### config.mk
export PLATFORM = sky130hd
export DESIGN_NAME = acr_config
export DESIGN_NICKNAME = d
export VERILOG_FILES = /design/src/acr_pkg.sv /design/src/acr_config.sv
export VERILOG_INCLUDE_DIRS = /design/src
export SDC_FILE = /design/constraint.sdc
export NUM_CORES = 1
export LEC_CHECK = 0
export BUFFER_PORTS_ARGS = -buffer_cell sky130_fd_sc_hd__buf_2
export CORE_MARGIN = 4
export CORE_UTILIZATION = 47
export DETAILED_ROUTE_END_ITERATION = 12
export PLACE_DENSITY = 0.79
export SYNTH_ARGS = -nofsm -noshare
export SYNTH_HDL_FRONTEND = slang
export SYNTH_SLANG_ARGS = --single-unit
### constraint.sdc
create_clock -name ref_clk -period 1.4 [get_ports ref_clk]
set_input_delay 0 -clock ref_clk [delete_from_list [all_inputs] [get_ports ref_clk]]
set_output_delay 0 -clock ref_clk [all_outputs]
set_load 0.01 [all_outputs]
### src/acr_regs.svh
`ifndef ACR_REGS_SVH
`define ACR_REGS_SVH

// ----------------------------------------
// Register offsets
// ----------------------------------------
`define ACR_ADDR_W 8
`define ACR_OFF_CONFIG 8'h00
`define ACR_OFF_RESULT_HIGH 8'h01
`define ACR_OFF_RESULT_LOW 8'h02
`define ACR_OFF_STATUS 8'h03

// ----------------------------------------
// Field positions and widths
// ----------------------------------------
`define ACR_DIV_MSB 7
`define ACR_DIV_LSB 3
`define ACR_DIV_W 5
`define ACR_LEFT_BIT 2
`define ACR_EIGHT_BIT 1
`define ACR_GAIN_BIT 0
`define ACR_STAT_GUARD_BIT 0
`define ACR_RESULT_W 10

// ----------------------------------------
// Reset value and divider minimum
// ----------------------------------------
`define ACR_CONFIG_RESET 8'hF9
`define ACR_DIV_MIN 5'h01

`endif

### src/acr_pkg.sv
package acr_pkg;

    // Register bus request, one cycle per strobe
    typedef struct packed {
        logic [7:0] addr;
        logic [7:0] wdata;
        logic wr;
        logic rd;
    } acr_bus_req_t;

    // Configuration byte, laid out as the register itself
    typedef struct packed {
        logic [4:0] conv_clock_divider;
        logic left_align_select;
        logic eight_bit_mode_enable;
        logic input_gain_select;
    } acr_cfg_t;

    // Formatted result byte pair
    typedef struct packed {
        logic [7:0] result_high_byte;
        logic [7:0] result_low_byte;
    } acr_result_t;

endpackage

### src/acr_config.sv
// How it works
// Divider field sets conversion clock ratio minus one
// Software keeps divider nonzero under memory power control
// Bit 2 picks right or left result alignment
// Alignment ignored while eight-bit mode is on
// Bit 1 picks ten-bit or eight-bit conversion
// Bit 0 picks gain one half or one
// Reset loads configuration value 0xF9
//
// Strobed register access and the placing of the registers were chosen for this implementation.
`timescale 1ns/1ps
`default_nettype none
`include "acr_regs.svh"

module acr_config (
    // Clock and reset
    input wire logic ref_clk,
    input wire logic reset,
    // Register port
    input wire acr_pkg::acr_bus_req_t bus_req,
    output logic [7:0] rd_data,
    // Converter side
    input wire logic [9:0] conv_result,
    input wire logic conv_done,
    input wire logic memory_power_ctrl_enable,
    output logic conversion_clock,
    output logic eight_bit_mode_enable,
    output logic input_gain_select,
    output logic divider_guard_error
);

    // ----------------------------------------
    // State
    // ----------------------------------------
    acr_pkg::acr_cfg_t cfg_q, cfg_d;
    acr_pkg::acr_result_t res_q, res_d;
    logic [4:0] div_cnt_q, div_cnt_d;
    logic tick_q, tick_d;
    logic mode_q, mode_d;
    logic gain_q, gain_d;
    logic guard_q, guard_d;
    logic [7:0] rdata_q, rdata_d;

    // ----------------------------------------
    // Helpers
    // ----------------------------------------
    function automatic logic hit(input logic [7:0] addr, input logic [7:0] off);
        hit = (addr == off);
    endfunction

    function automatic acr_pkg::acr_result_t format_result(
        input logic [9:0] raw,
        input logic left,
        input logic eight
    );
        acr_pkg::acr_result_t r;
        r = '0;
        if (eight) begin
            // Eight-bit result keeps the top bits, justification is moot
            r.result_high_byte = 8'h00;
            r.result_low_byte = raw[9:2];
        end else if (left) begin
            r.result_high_byte = raw[9:2];
            r.result_low_byte = {raw[1:0], 6'b00_0000};
        end else begin
            r.result_high_byte = {6'b00_0000, raw[9:8]};
            r.result_low_byte = raw[7:0];
        end
        format_result = r;
    endfunction

    // ----------------------------------------
    // Configuration and result registers
    // ----------------------------------------
    always_comb begin
        cfg_d = cfg_q;
        res_d = res_q;
        if (bus_req.wr && hit(bus_req.addr, `ACR_OFF_CONFIG)) begin
            cfg_d = acr_pkg::acr_cfg_t'(bus_req.wdata);
        end
        if (conv_done) begin
            // Format with the settings in force at completion
            res_d = format_result(conv_result, cfg_q.left_align_select,
                                  cfg_q.eight_bit_mode_enable);
        end
    end

    always_ff @(posedge ref_clk) begin
        if (reset) begin
            cfg_q <= acr_pkg::acr_cfg_t'(`ACR_CONFIG_RESET);
            res_q <= '0;
        end else begin
            cfg_q <= cfg_d;
            res_q <= res_d;
        end
    end

    // ----------------------------------------
    // Conversion clock divider
    // ----------------------------------------
    // A one-cycle tick every divider+1 system clocks; a value of zero
    // ticks every cycle. Lowering the divider mid-count ends the period
    // at once instead of wrapping through 31.
    always_comb begin
        div_cnt_d = div_cnt_q + 5'h01;
        tick_d = 1'b0;
        if (div_cnt_q >= cfg_q.conv_clock_divider) begin
            div_cnt_d = 5'h00;
            tick_d = 1'b1;
        end
    end

    always_ff @(posedge ref_clk) begin
        if (reset) begin
            div_cnt_q <= 5'h00;
            tick_q <= 1'b0;
        end else begin
            div_cnt_q <= div_cnt_d;
            tick_q <= tick_d;
        end
    end

    // ----------------------------------------
    // Converter control outputs and status
    // ----------------------------------------
    always_comb begin
        mode_d = cfg_q.eight_bit_mode_enable;
        gain_d = cfg_q.input_gain_select;
        // Flags a divider below the minimum while memory power control is on
        guard_d = memory_power_ctrl_enable
            && (cfg_q.conv_clock_divider < `ACR_DIV_MIN);
    end

    always_ff @(posedge ref_clk) begin
        if (reset) begin
            mode_q <= 1'b0;
            gain_q <= 1'b1;
            guard_q <= 1'b0;
        end else begin
            mode_q <= mode_d;
            gain_q <= gain_d;
            guard_q <= guard_d;
        end
    end

    // ----------------------------------------
    // Read path
    // ----------------------------------------
    always_comb begin
        rdata_d = 8'h00;
        if (bus_req.rd) begin
            if (hit(bus_req.addr, `ACR_OFF_CONFIG)) begin
                rdata_d = cfg_q;
            end else if (hit(bus_req.addr, `ACR_OFF_RESULT_HIGH)) begin
                rdata_d = res_q.result_high_byte;
            end else if (hit(bus_req.addr, `ACR_OFF_RESULT_LOW)) begin
                rdata_d = res_q.result_low_byte;
            end else if (hit(bus_req.addr, `ACR_OFF_STATUS)) begin
                rdata_d = {7'b000_0000, guard_q};
            end else begin
                rdata_d = 8'h00;
            end
        end
    end

    always_ff @(posedge ref_clk) begin
        if (reset) begin
            rdata_q <= 8'h00;
        end else begin
            rdata_q <= rdata_d;
        end
    end

    assign rd_data = rdata_q;
    assign conversion_clock = tick_q;
    assign eight_bit_mode_enable = mode_q;
    assign input_gain_select = gain_q;
    assign divider_guard_error = guard_q;

    // Cycles since the last tick, and whether the whole configuration byte held meanwhile
    logic [5:0] gap_q;
    logic div_stable_q;
    logic seen_tick_q;
    always_ff @(posedge ref_clk) begin
        if (reset) begin
            gap_q <= 6'h00;
            div_stable_q <= 1'b0;
            seen_tick_q <= 1'b0;
        end else if (tick_q) begin
            gap_q <= 6'h01;
            div_stable_q <= 1'b1;
            seen_tick_q <= 1'b1;
        end else begin
            gap_q <= gap_q + 6'h01;
            if (cfg_d != cfg_q) begin
                div_stable_q <= 1'b0;
            end
        end
    end
endmodule // acr_config

`default_nettype wire

==> results.md, run 1 <==
- Slowest Stage Delay on Critical Path: 0.33 ns
- Worst-margin pin slew: 0.462 ns
- Die W: 70.9 µm
- Layout cell share with drive strength beyond 1: 28.0%
- Min Tclk post-route: 1.29 ns
- Outcome: finished clean
- Level count of the clock H-tree: 2
- IO buf count: 43
- Gpl congestion: 0.824
- Fin Clk Skew: 0.00845 ns
- Yosys top cell area share: 44.2%
- First-pass GRT wire length: 7.63 mm
- Syn Inst Count: 206
- Num CTS Buffers: 5
- Clk buf depth: 2
- Clk sinks: 41
- Clock power share: 31.6%
- Slowest stage cell, crit path: dfxtp_2
- Pwr/cell area: 1040 mW/mm²
- Final Cycle Share: 91.8%
- Fillers: 340
- Rows: 22
- # DRC: 0
- Number of global-route vias before repair: 1671
- Layout net count: 302
- Synth area leader: dfxtp_1
- Worst skew pair latency: 0.30 ns
- Synth Warn #: 0
- Largest net degree at the start of global routing: 29
- Die Ht: 70.9 µm
- Worst min path class: primary input to register
- Setup-failing EPs final: 0
- Synth Register Bits: 41
- Largest fanout on the critical path: 2
- GRT Util Overall: 19.4%
- Antenna violations before repair: 0
- Buf/Inv on CP: 1
- Slew Viols, Final: 0
- Final WL: 4.31 mm
- Switching power: 0.000639 W
- Ant diodes: 0
- Layout area overhead: 27.5%
- Setup_tns: 0 ns
- CTS tree: yes
- Total number of vias: 1626
- Leak: 1.08 nW
- Die area: 0.00502 mm²
- Final Hold Violating Endpoints: 0
- Total core area: 0.00374 mm²
- Grt ovf: 0
- VDD IR max: 690 µV
- Root Driver: clkbuf_8
- Drt initial violations: 151
- RSZ-0062 raised after global routing: false
- Critical Path Sink Type: register
- DR vias/cell: 5.21
- Delay-heaviest family, CP: compound AO/OA/AOI/OAI gates
- Critical-path cell list: inv_1 -> ha_4 -> a21o_1 -> a31oi_2 -> o21ai_1 -> nor3b_1
- Ports: 44
- Max-Cap Viols: 0
- Starting density of the core: 49.6%
- Sequential share of the synthesized area: 44.2%
- Pre-antenna DRT Iters: 4
- Sequential power share: 52.0%
- Maximum clock frequency: 0.778 GHz
- Ranking of synthesized cells by area: dfxtp_1 44%, mux2i_1 9.2%, nor2_1 9.1%
- Power, Total: 0.00247 W
- Syn_area_per_cell: 9.01 µm²
- Internal Power: 0.00183 W
- Post-synth cell types: 29
- Antenna viol nets, final: 0
- Commonest non-fill, non-tap cell in the layout: nor2_1
- Switch share: 25.9%
- CP Launch Type: register
- Critical path required time: 1.58 ns
- Comb pwr share: 16.3%
- Normalized max-slew margin: 69.2%
- Commonest non-fill, non-tap cells in the layout: 44 x nor2_1, 43 x buf_2, 38 x dfxtp_1
- Worst Hold Slack: 0.00476 ns
- Post-Syn Area: 0.00186 mm²
- CTS clk-pin slew, worst paths: 0.07 ns
- Synthesized Nets: 244
- WL/cell: 13.8 µm
- Setup Crit Path Kind: register to register
- Post-detail-place hpwl: 3.11 mm
- Critical path arrival: 1.46 ns
through the flow:
stage | cell area (µm²) | setup WS [ns] | cells | utilization (%)
after CTS | 2340 | 0.0233 | 312 | 62.6
after detailed placement | 2150 | -0.0198 | 295 | 57.4
final | 2370 | 0.115 | 312 | 63.2
after global routing | 2370 | 0.00289 | 312 | 63.2
after floorplan | 1860 | 0.0915 | 206 | -
after global placement | 2150 | 0.0356 | 295 | 57.4
state kept, by name, summed over array words and instances (netlist names):
name and flops:
cfg_q 6, conversion_clock 1, div_cnt_q 5, divider_guard_error 1
eight_bit_mode_enable 1, gain_d 1, input_gain_select 1, mode_d 1
rd_data 8, res_q 16
cells in the mapped netlist, drive strengths merged:
master   n
a21o     1
nand2    2
nand2b   7
nor3b    1
dfxtp   41
o21ai    4
a22oi    7
a31oi    1
a21oi   19
mux2i   17
mux4     1
nor4     1
nor3     8
nand4b   1
xnor2    1
nand4    1
buf      7
nor2    45
nand3    8
a211oi   6
ha       6
nor2b    4
xor2     2
and4     1
clkbuf   6
inv      8
power groups by stage:
stage | clock [W] | sequential, W | combinational, W
after CTS | 0.000800 | 0.00128 | 0.000383
after detailed placement | 0 | 0.00131 | 0.000360
after floorplan | 0 | 0.00130 | 0.000222
final | 0.000781 | 0.00128 | 0.000403
after global placement | 0 | 0.00130 | 0.000345
after global routing | 0.000851 | 0.00129 | 0.000463
worst register-to-register path, stage by stage (launching register included):
cell,delay [ns]
dfxtp_2,0.33
inv_1,0.06
ha_4,0.24
a21o_1,0.16
a31oi_2,0.18
o21ai_1,0.07
nor3b_1,0.13
repair_timing:
| action | CTS | global route |
|---|---|---|
| buffers inserted | 0 | 0 |
| resized for setup | 2 | 6 |
| endpoints found under the hold margin | 11 | 0 |
| hold buffers | 11 | 0 |
| pin swaps | 1 | 3 |
| endpoints found under the setup margin | 5 | 11 |
cell families (layout without fill, tap and decap cells):
group | count (synthesis) | after routing | share of synthesized area, %
and+or+nand+nor | 79 | 79 | 22.6
DFF | 41 | 41 | 44.2
AOI/OAI and AO/OA | 38 | 38 | 12.2
buffers and inverters | 21 | 79 | 5.19
muxes | 18 | 18 | 10.4
adders and majority gates | 6 | 6 | 4.04
xor gates and xnor gates | 3 | 3 | 1.42
final cells by class:
cell class / instances / area (µm²) / area share [%]
clock buffers: 7 / 86.3 / 3.65
inverters: 8 / 30.0 / 1.27
well taps: 48 / 60.1 / 2.54
multi-input cells: 144 / 966 / 40.8
flip-flops and latches: 41 / 825 / 34.8
repair buffers: 64 / 400 / 16.9
layer usage:
| layer | global-route usage (%) | up-vias | part of all wire [%] |
|---|---|---|---|
| li1 | - | 817 | - |
| met1 | 24.7 | 743 | 42 |
| met2 | 31.5 | 59 | 48 |
| met3 | 4.97 | 7 | 8.1 |
| met4 | 7.52 | 0 | 1.8 |
| met5 | 0 | - | 0 |
worst paths after layout:
kind	startpoint	end	slack, ns	cells after the start
worst max-delay path	cfg_q[5]	conversion_clock	0.11	6
worst max register to register	cfg_q[5]	conversion_clock	0.11	6
worst min register to register	res_q[13]	res_q[13]	0.47	2
worst min-delay path	conv_result[5]	res_q[11]	0.005	3
(Power assumes the default switching activity.)
==> run 2: changes to the inputs <==
==> constraint.sdc (replaced) <==
create_clock -name ref_clk -period 1.1 [get_ports ref_clk]
set_input_delay 0 -clock ref_clk [delete_from_list [all_inputs] [get_ports ref_clk]]
set_output_delay 0 -clock ref_clk [all_outputs]
set_load 0.01 [all_outputs]
==> results.md, run 2 (same netlist as run 1, synthesis figures left out) <==
- Outcome: finished, violations left (was finished clean)
- Failing checks: negative hold slack, negative setup slack
- Min Tclk post-route: 1.27 ns (was 1.29 ns)
- Critical path arrival: 1.45 ns (was 1.46 ns)
- WL/cell: 13.3 µm (was 13.8 µm)
- Level count of the clock H-tree: 2 (unchanged)
- CTS clk-pin slew, worst paths: 0.08 ns (was 0.07 ns)
- Final worst setup slack: -0.171 ns (was 0.115 ns)
- Antenna violations before repair: 0 (unchanged)
- Final Instance Count excl. Fillers: 323 (was 312)
- Max reg flops: 16 (unchanged)
- Slew Viols, Final: 0 (unchanged)
- Die Ht: 70.9 µm (unchanged)
- Fin Clk Skew: 0.00801 ns (was 0.00845 ns)
- DR vias/cell: 5.10 (was 5.21)
- IO buf count: 43 (unchanged)
- VDD IR max: 867 µV (was 690 µV)
- Total core area: 0.00374 mm² (unchanged)
- First-pass GRT wire length: 7.07 mm (was 7.63 mm)
- Fin area: 0.00251 mm² (was 0.00237 mm²)
- Number of global-route vias before repair: 1535 (was 1671)
- Slowest stage cell, crit path: dfxtp_2 (unchanged)
- Pwr/cell area: 1320 mW/mm² (was 1040 mW/mm²)
- Normalized max-slew margin: 69.6% (was 69.2%)
- Power, Total: 0.00332 W (was 0.00247 W)
- Final core occ: 67.0% (was 63.2%)
- Clk buf depth: 2 (unchanged)
- Ant diodes: 0 (unchanged)
- Die W: 70.9 µm (unchanged)
- Clk sinks: 41 (unchanged)
- Starting density of the core: 49.6% (unchanged)
- Worst min path class: primary input to register (unchanged)
- Layout cell share with drive strength beyond 1: 35.6% (was 28.0%)
- Layout area overhead: 35.0% (was 27.5%)
- Placed insts: 307 (was 295)
- Commonest non-fill, non-tap cell in the layout: nor2_1 (unchanged)
- Max-Cap Viols: 0 (unchanged)
- Worst-margin pin slew: 0.456 ns (was 0.462 ns)
- Total number of vias: 1647 (was 1626)
- Critical-path cell list: inv_2 -> ha_4 -> a21o_1 -> a31oi_2 -> o21ai_1 -> nor3b_1 (was inv_1 -> ha_4 -> a21o_1 -> a31oi_2 -> o21ai_1 -> nor3b_1)
- Gpl congestion: 0.796 (was 0.824)
- CTS tree: yes (unchanged)
- Critical path required time: 1.28 ns (was 1.58 ns)
- Largest net degree at the start of global routing: 29 (unchanged)
- Critical Path Sink Type: register (unchanged)
- Reg with most FFs: res_q (unchanged)
- Final Cycle Share: 116% (was 91.8%)
- Slowest Stage Delay on Critical Path: 0.34 ns (was 0.33 ns)
- Root Driver: clkbuf_8 (unchanged)
- Final WL: 4.30 mm (was 4.31 mm)
- Die area: 0.00502 mm² (unchanged)
- Drt initial violations: 79 (was 151)
- Ports: 44 (unchanged)
- Worst Hold Slack: -0.0125 ns (was 0.00476 ns)
- Grt ovf: 0 (unchanged)
- DP Area: 0.00229 mm² (was 0.00215 mm²)
- Worst skew pair latency: 0.30 ns (about the same)
- Largest fanout on the critical path: 2 (unchanged)
- Post-detail-place hpwl: 3.15 mm (was 3.11 mm)
- Rows: 22 (unchanged)
- CP Launch Type: register (unchanged)
- Num CTS Buffers: 5 (unchanged)
- Layout net count: 312 (was 302)
- Maximum clock frequency: 0.787 GHz (was 0.778 GHz)
- Setup Crit Path Kind: register to register (unchanged)
- Pre-antenna DRT Iters: 4 (unchanged)
- # DRC: 0 (unchanged)
- GRT Util Overall: 17.7% (was 19.4%)
- Setup-failing EPs final: 6 (was 0)
- Leak: 1.15 nW (was 1.08 nW)
- Commonest non-fill, non-tap cells in the layout: 44 x nor2_1, 43 x buf_2, 33 x dfxtp_1 (was 44 x nor2_1, 43 x buf_2, 38 x dfxtp_1)
- Antenna viol nets, final: 0 (unchanged)
- RSZ-0062 raised after global routing: true (was false)
- Final Hold Violating Endpoints: 1 (was 0)
==> run 2: cell types whose count changed in the layout (fill, tap and decap cells not counted), moves of 2 or more <==
cell,change
dfxtp_2,+4
buf_4,+10
buf_6,+2
dlygate4sd3_1,-3
o21ai_1,+3
o21ai_0,-3
dfxtp_1,-5
==> run 2: final cells by class <==
class,instances,area (µm²)
clock inverter,1,5.00
inverter,8,30.0
clock buffer,7,96.3
multi-input combinational,144,995
timing repair buffer,74,488
sequential,41,833
fill,312,1240
tap,48,60.1
==> run 2: final timing paths <==
| path | from | to | slack, ns | depth (start not counted) |
|---|---|---|---|---|
| hold / removal | bus_req[2] | gain_d | -0.01 | 3 |
| hold reg to reg | res_q[10] | res_q[10] | 0.47 | 2 |
| setup reg to reg | cfg_q[5] | conversion_clock | -0.17 | 6 |
| setup / recovery | cfg_q[5] | conversion_clock | -0.17 | 6 |
==> run 2: where the power goes <==
group / switching (W) / internal (W)
sequential: 0.0000553 / 0.00157
combinational: 0.000290 / 0.000323
clock: 0.000513 / 0.000567
==> run 2: per-layer routing <==
layer  part of all wire, %  up-vias  GRT usage, %
met5                     0        -             0
li1                      -      846             -
met2                    46       46          27.1
met4                   1.9        0          6.68
met1                    45      746          23.4
met3                   6.3        9          5.54
==> run 2: worst max-delay path, delay by kind of cell, from the launching register on <==
family                   cells  cell delay, ns
adder cells (fa/ha/maj)      1            0.21
AO/OA/AOI/OAI                3            0.43
AND/OR/NAND/NOR              1            0.13
flip-flops                   1            0.34
buffers and inverters        1            0.04
==> run 2: stage by stage <==
| stage | setup WS (ns) | setup TNS (ns) |
|---|---|---|
| floorplan | -0.113 | -0.487 |
| CTS | -0.169 | -0.973 |
| finish | -0.171 | -0.885 |
| detailed placement | -0.206 | -1.38 |
| global route | -0.253 | -1.51 |
| global placement | -0.133 | -0.771 |
==> run 2: repair_timing <==
action | in CTS | in global routing
endpoints found under the setup margin | 15 | 13
setup buffers | 0 | 0
hold buffers | 8 | 0
endpoints found under the hold margin | 8 | 0
resized for setup | 3 | 11
pin swaps | 1 | 3
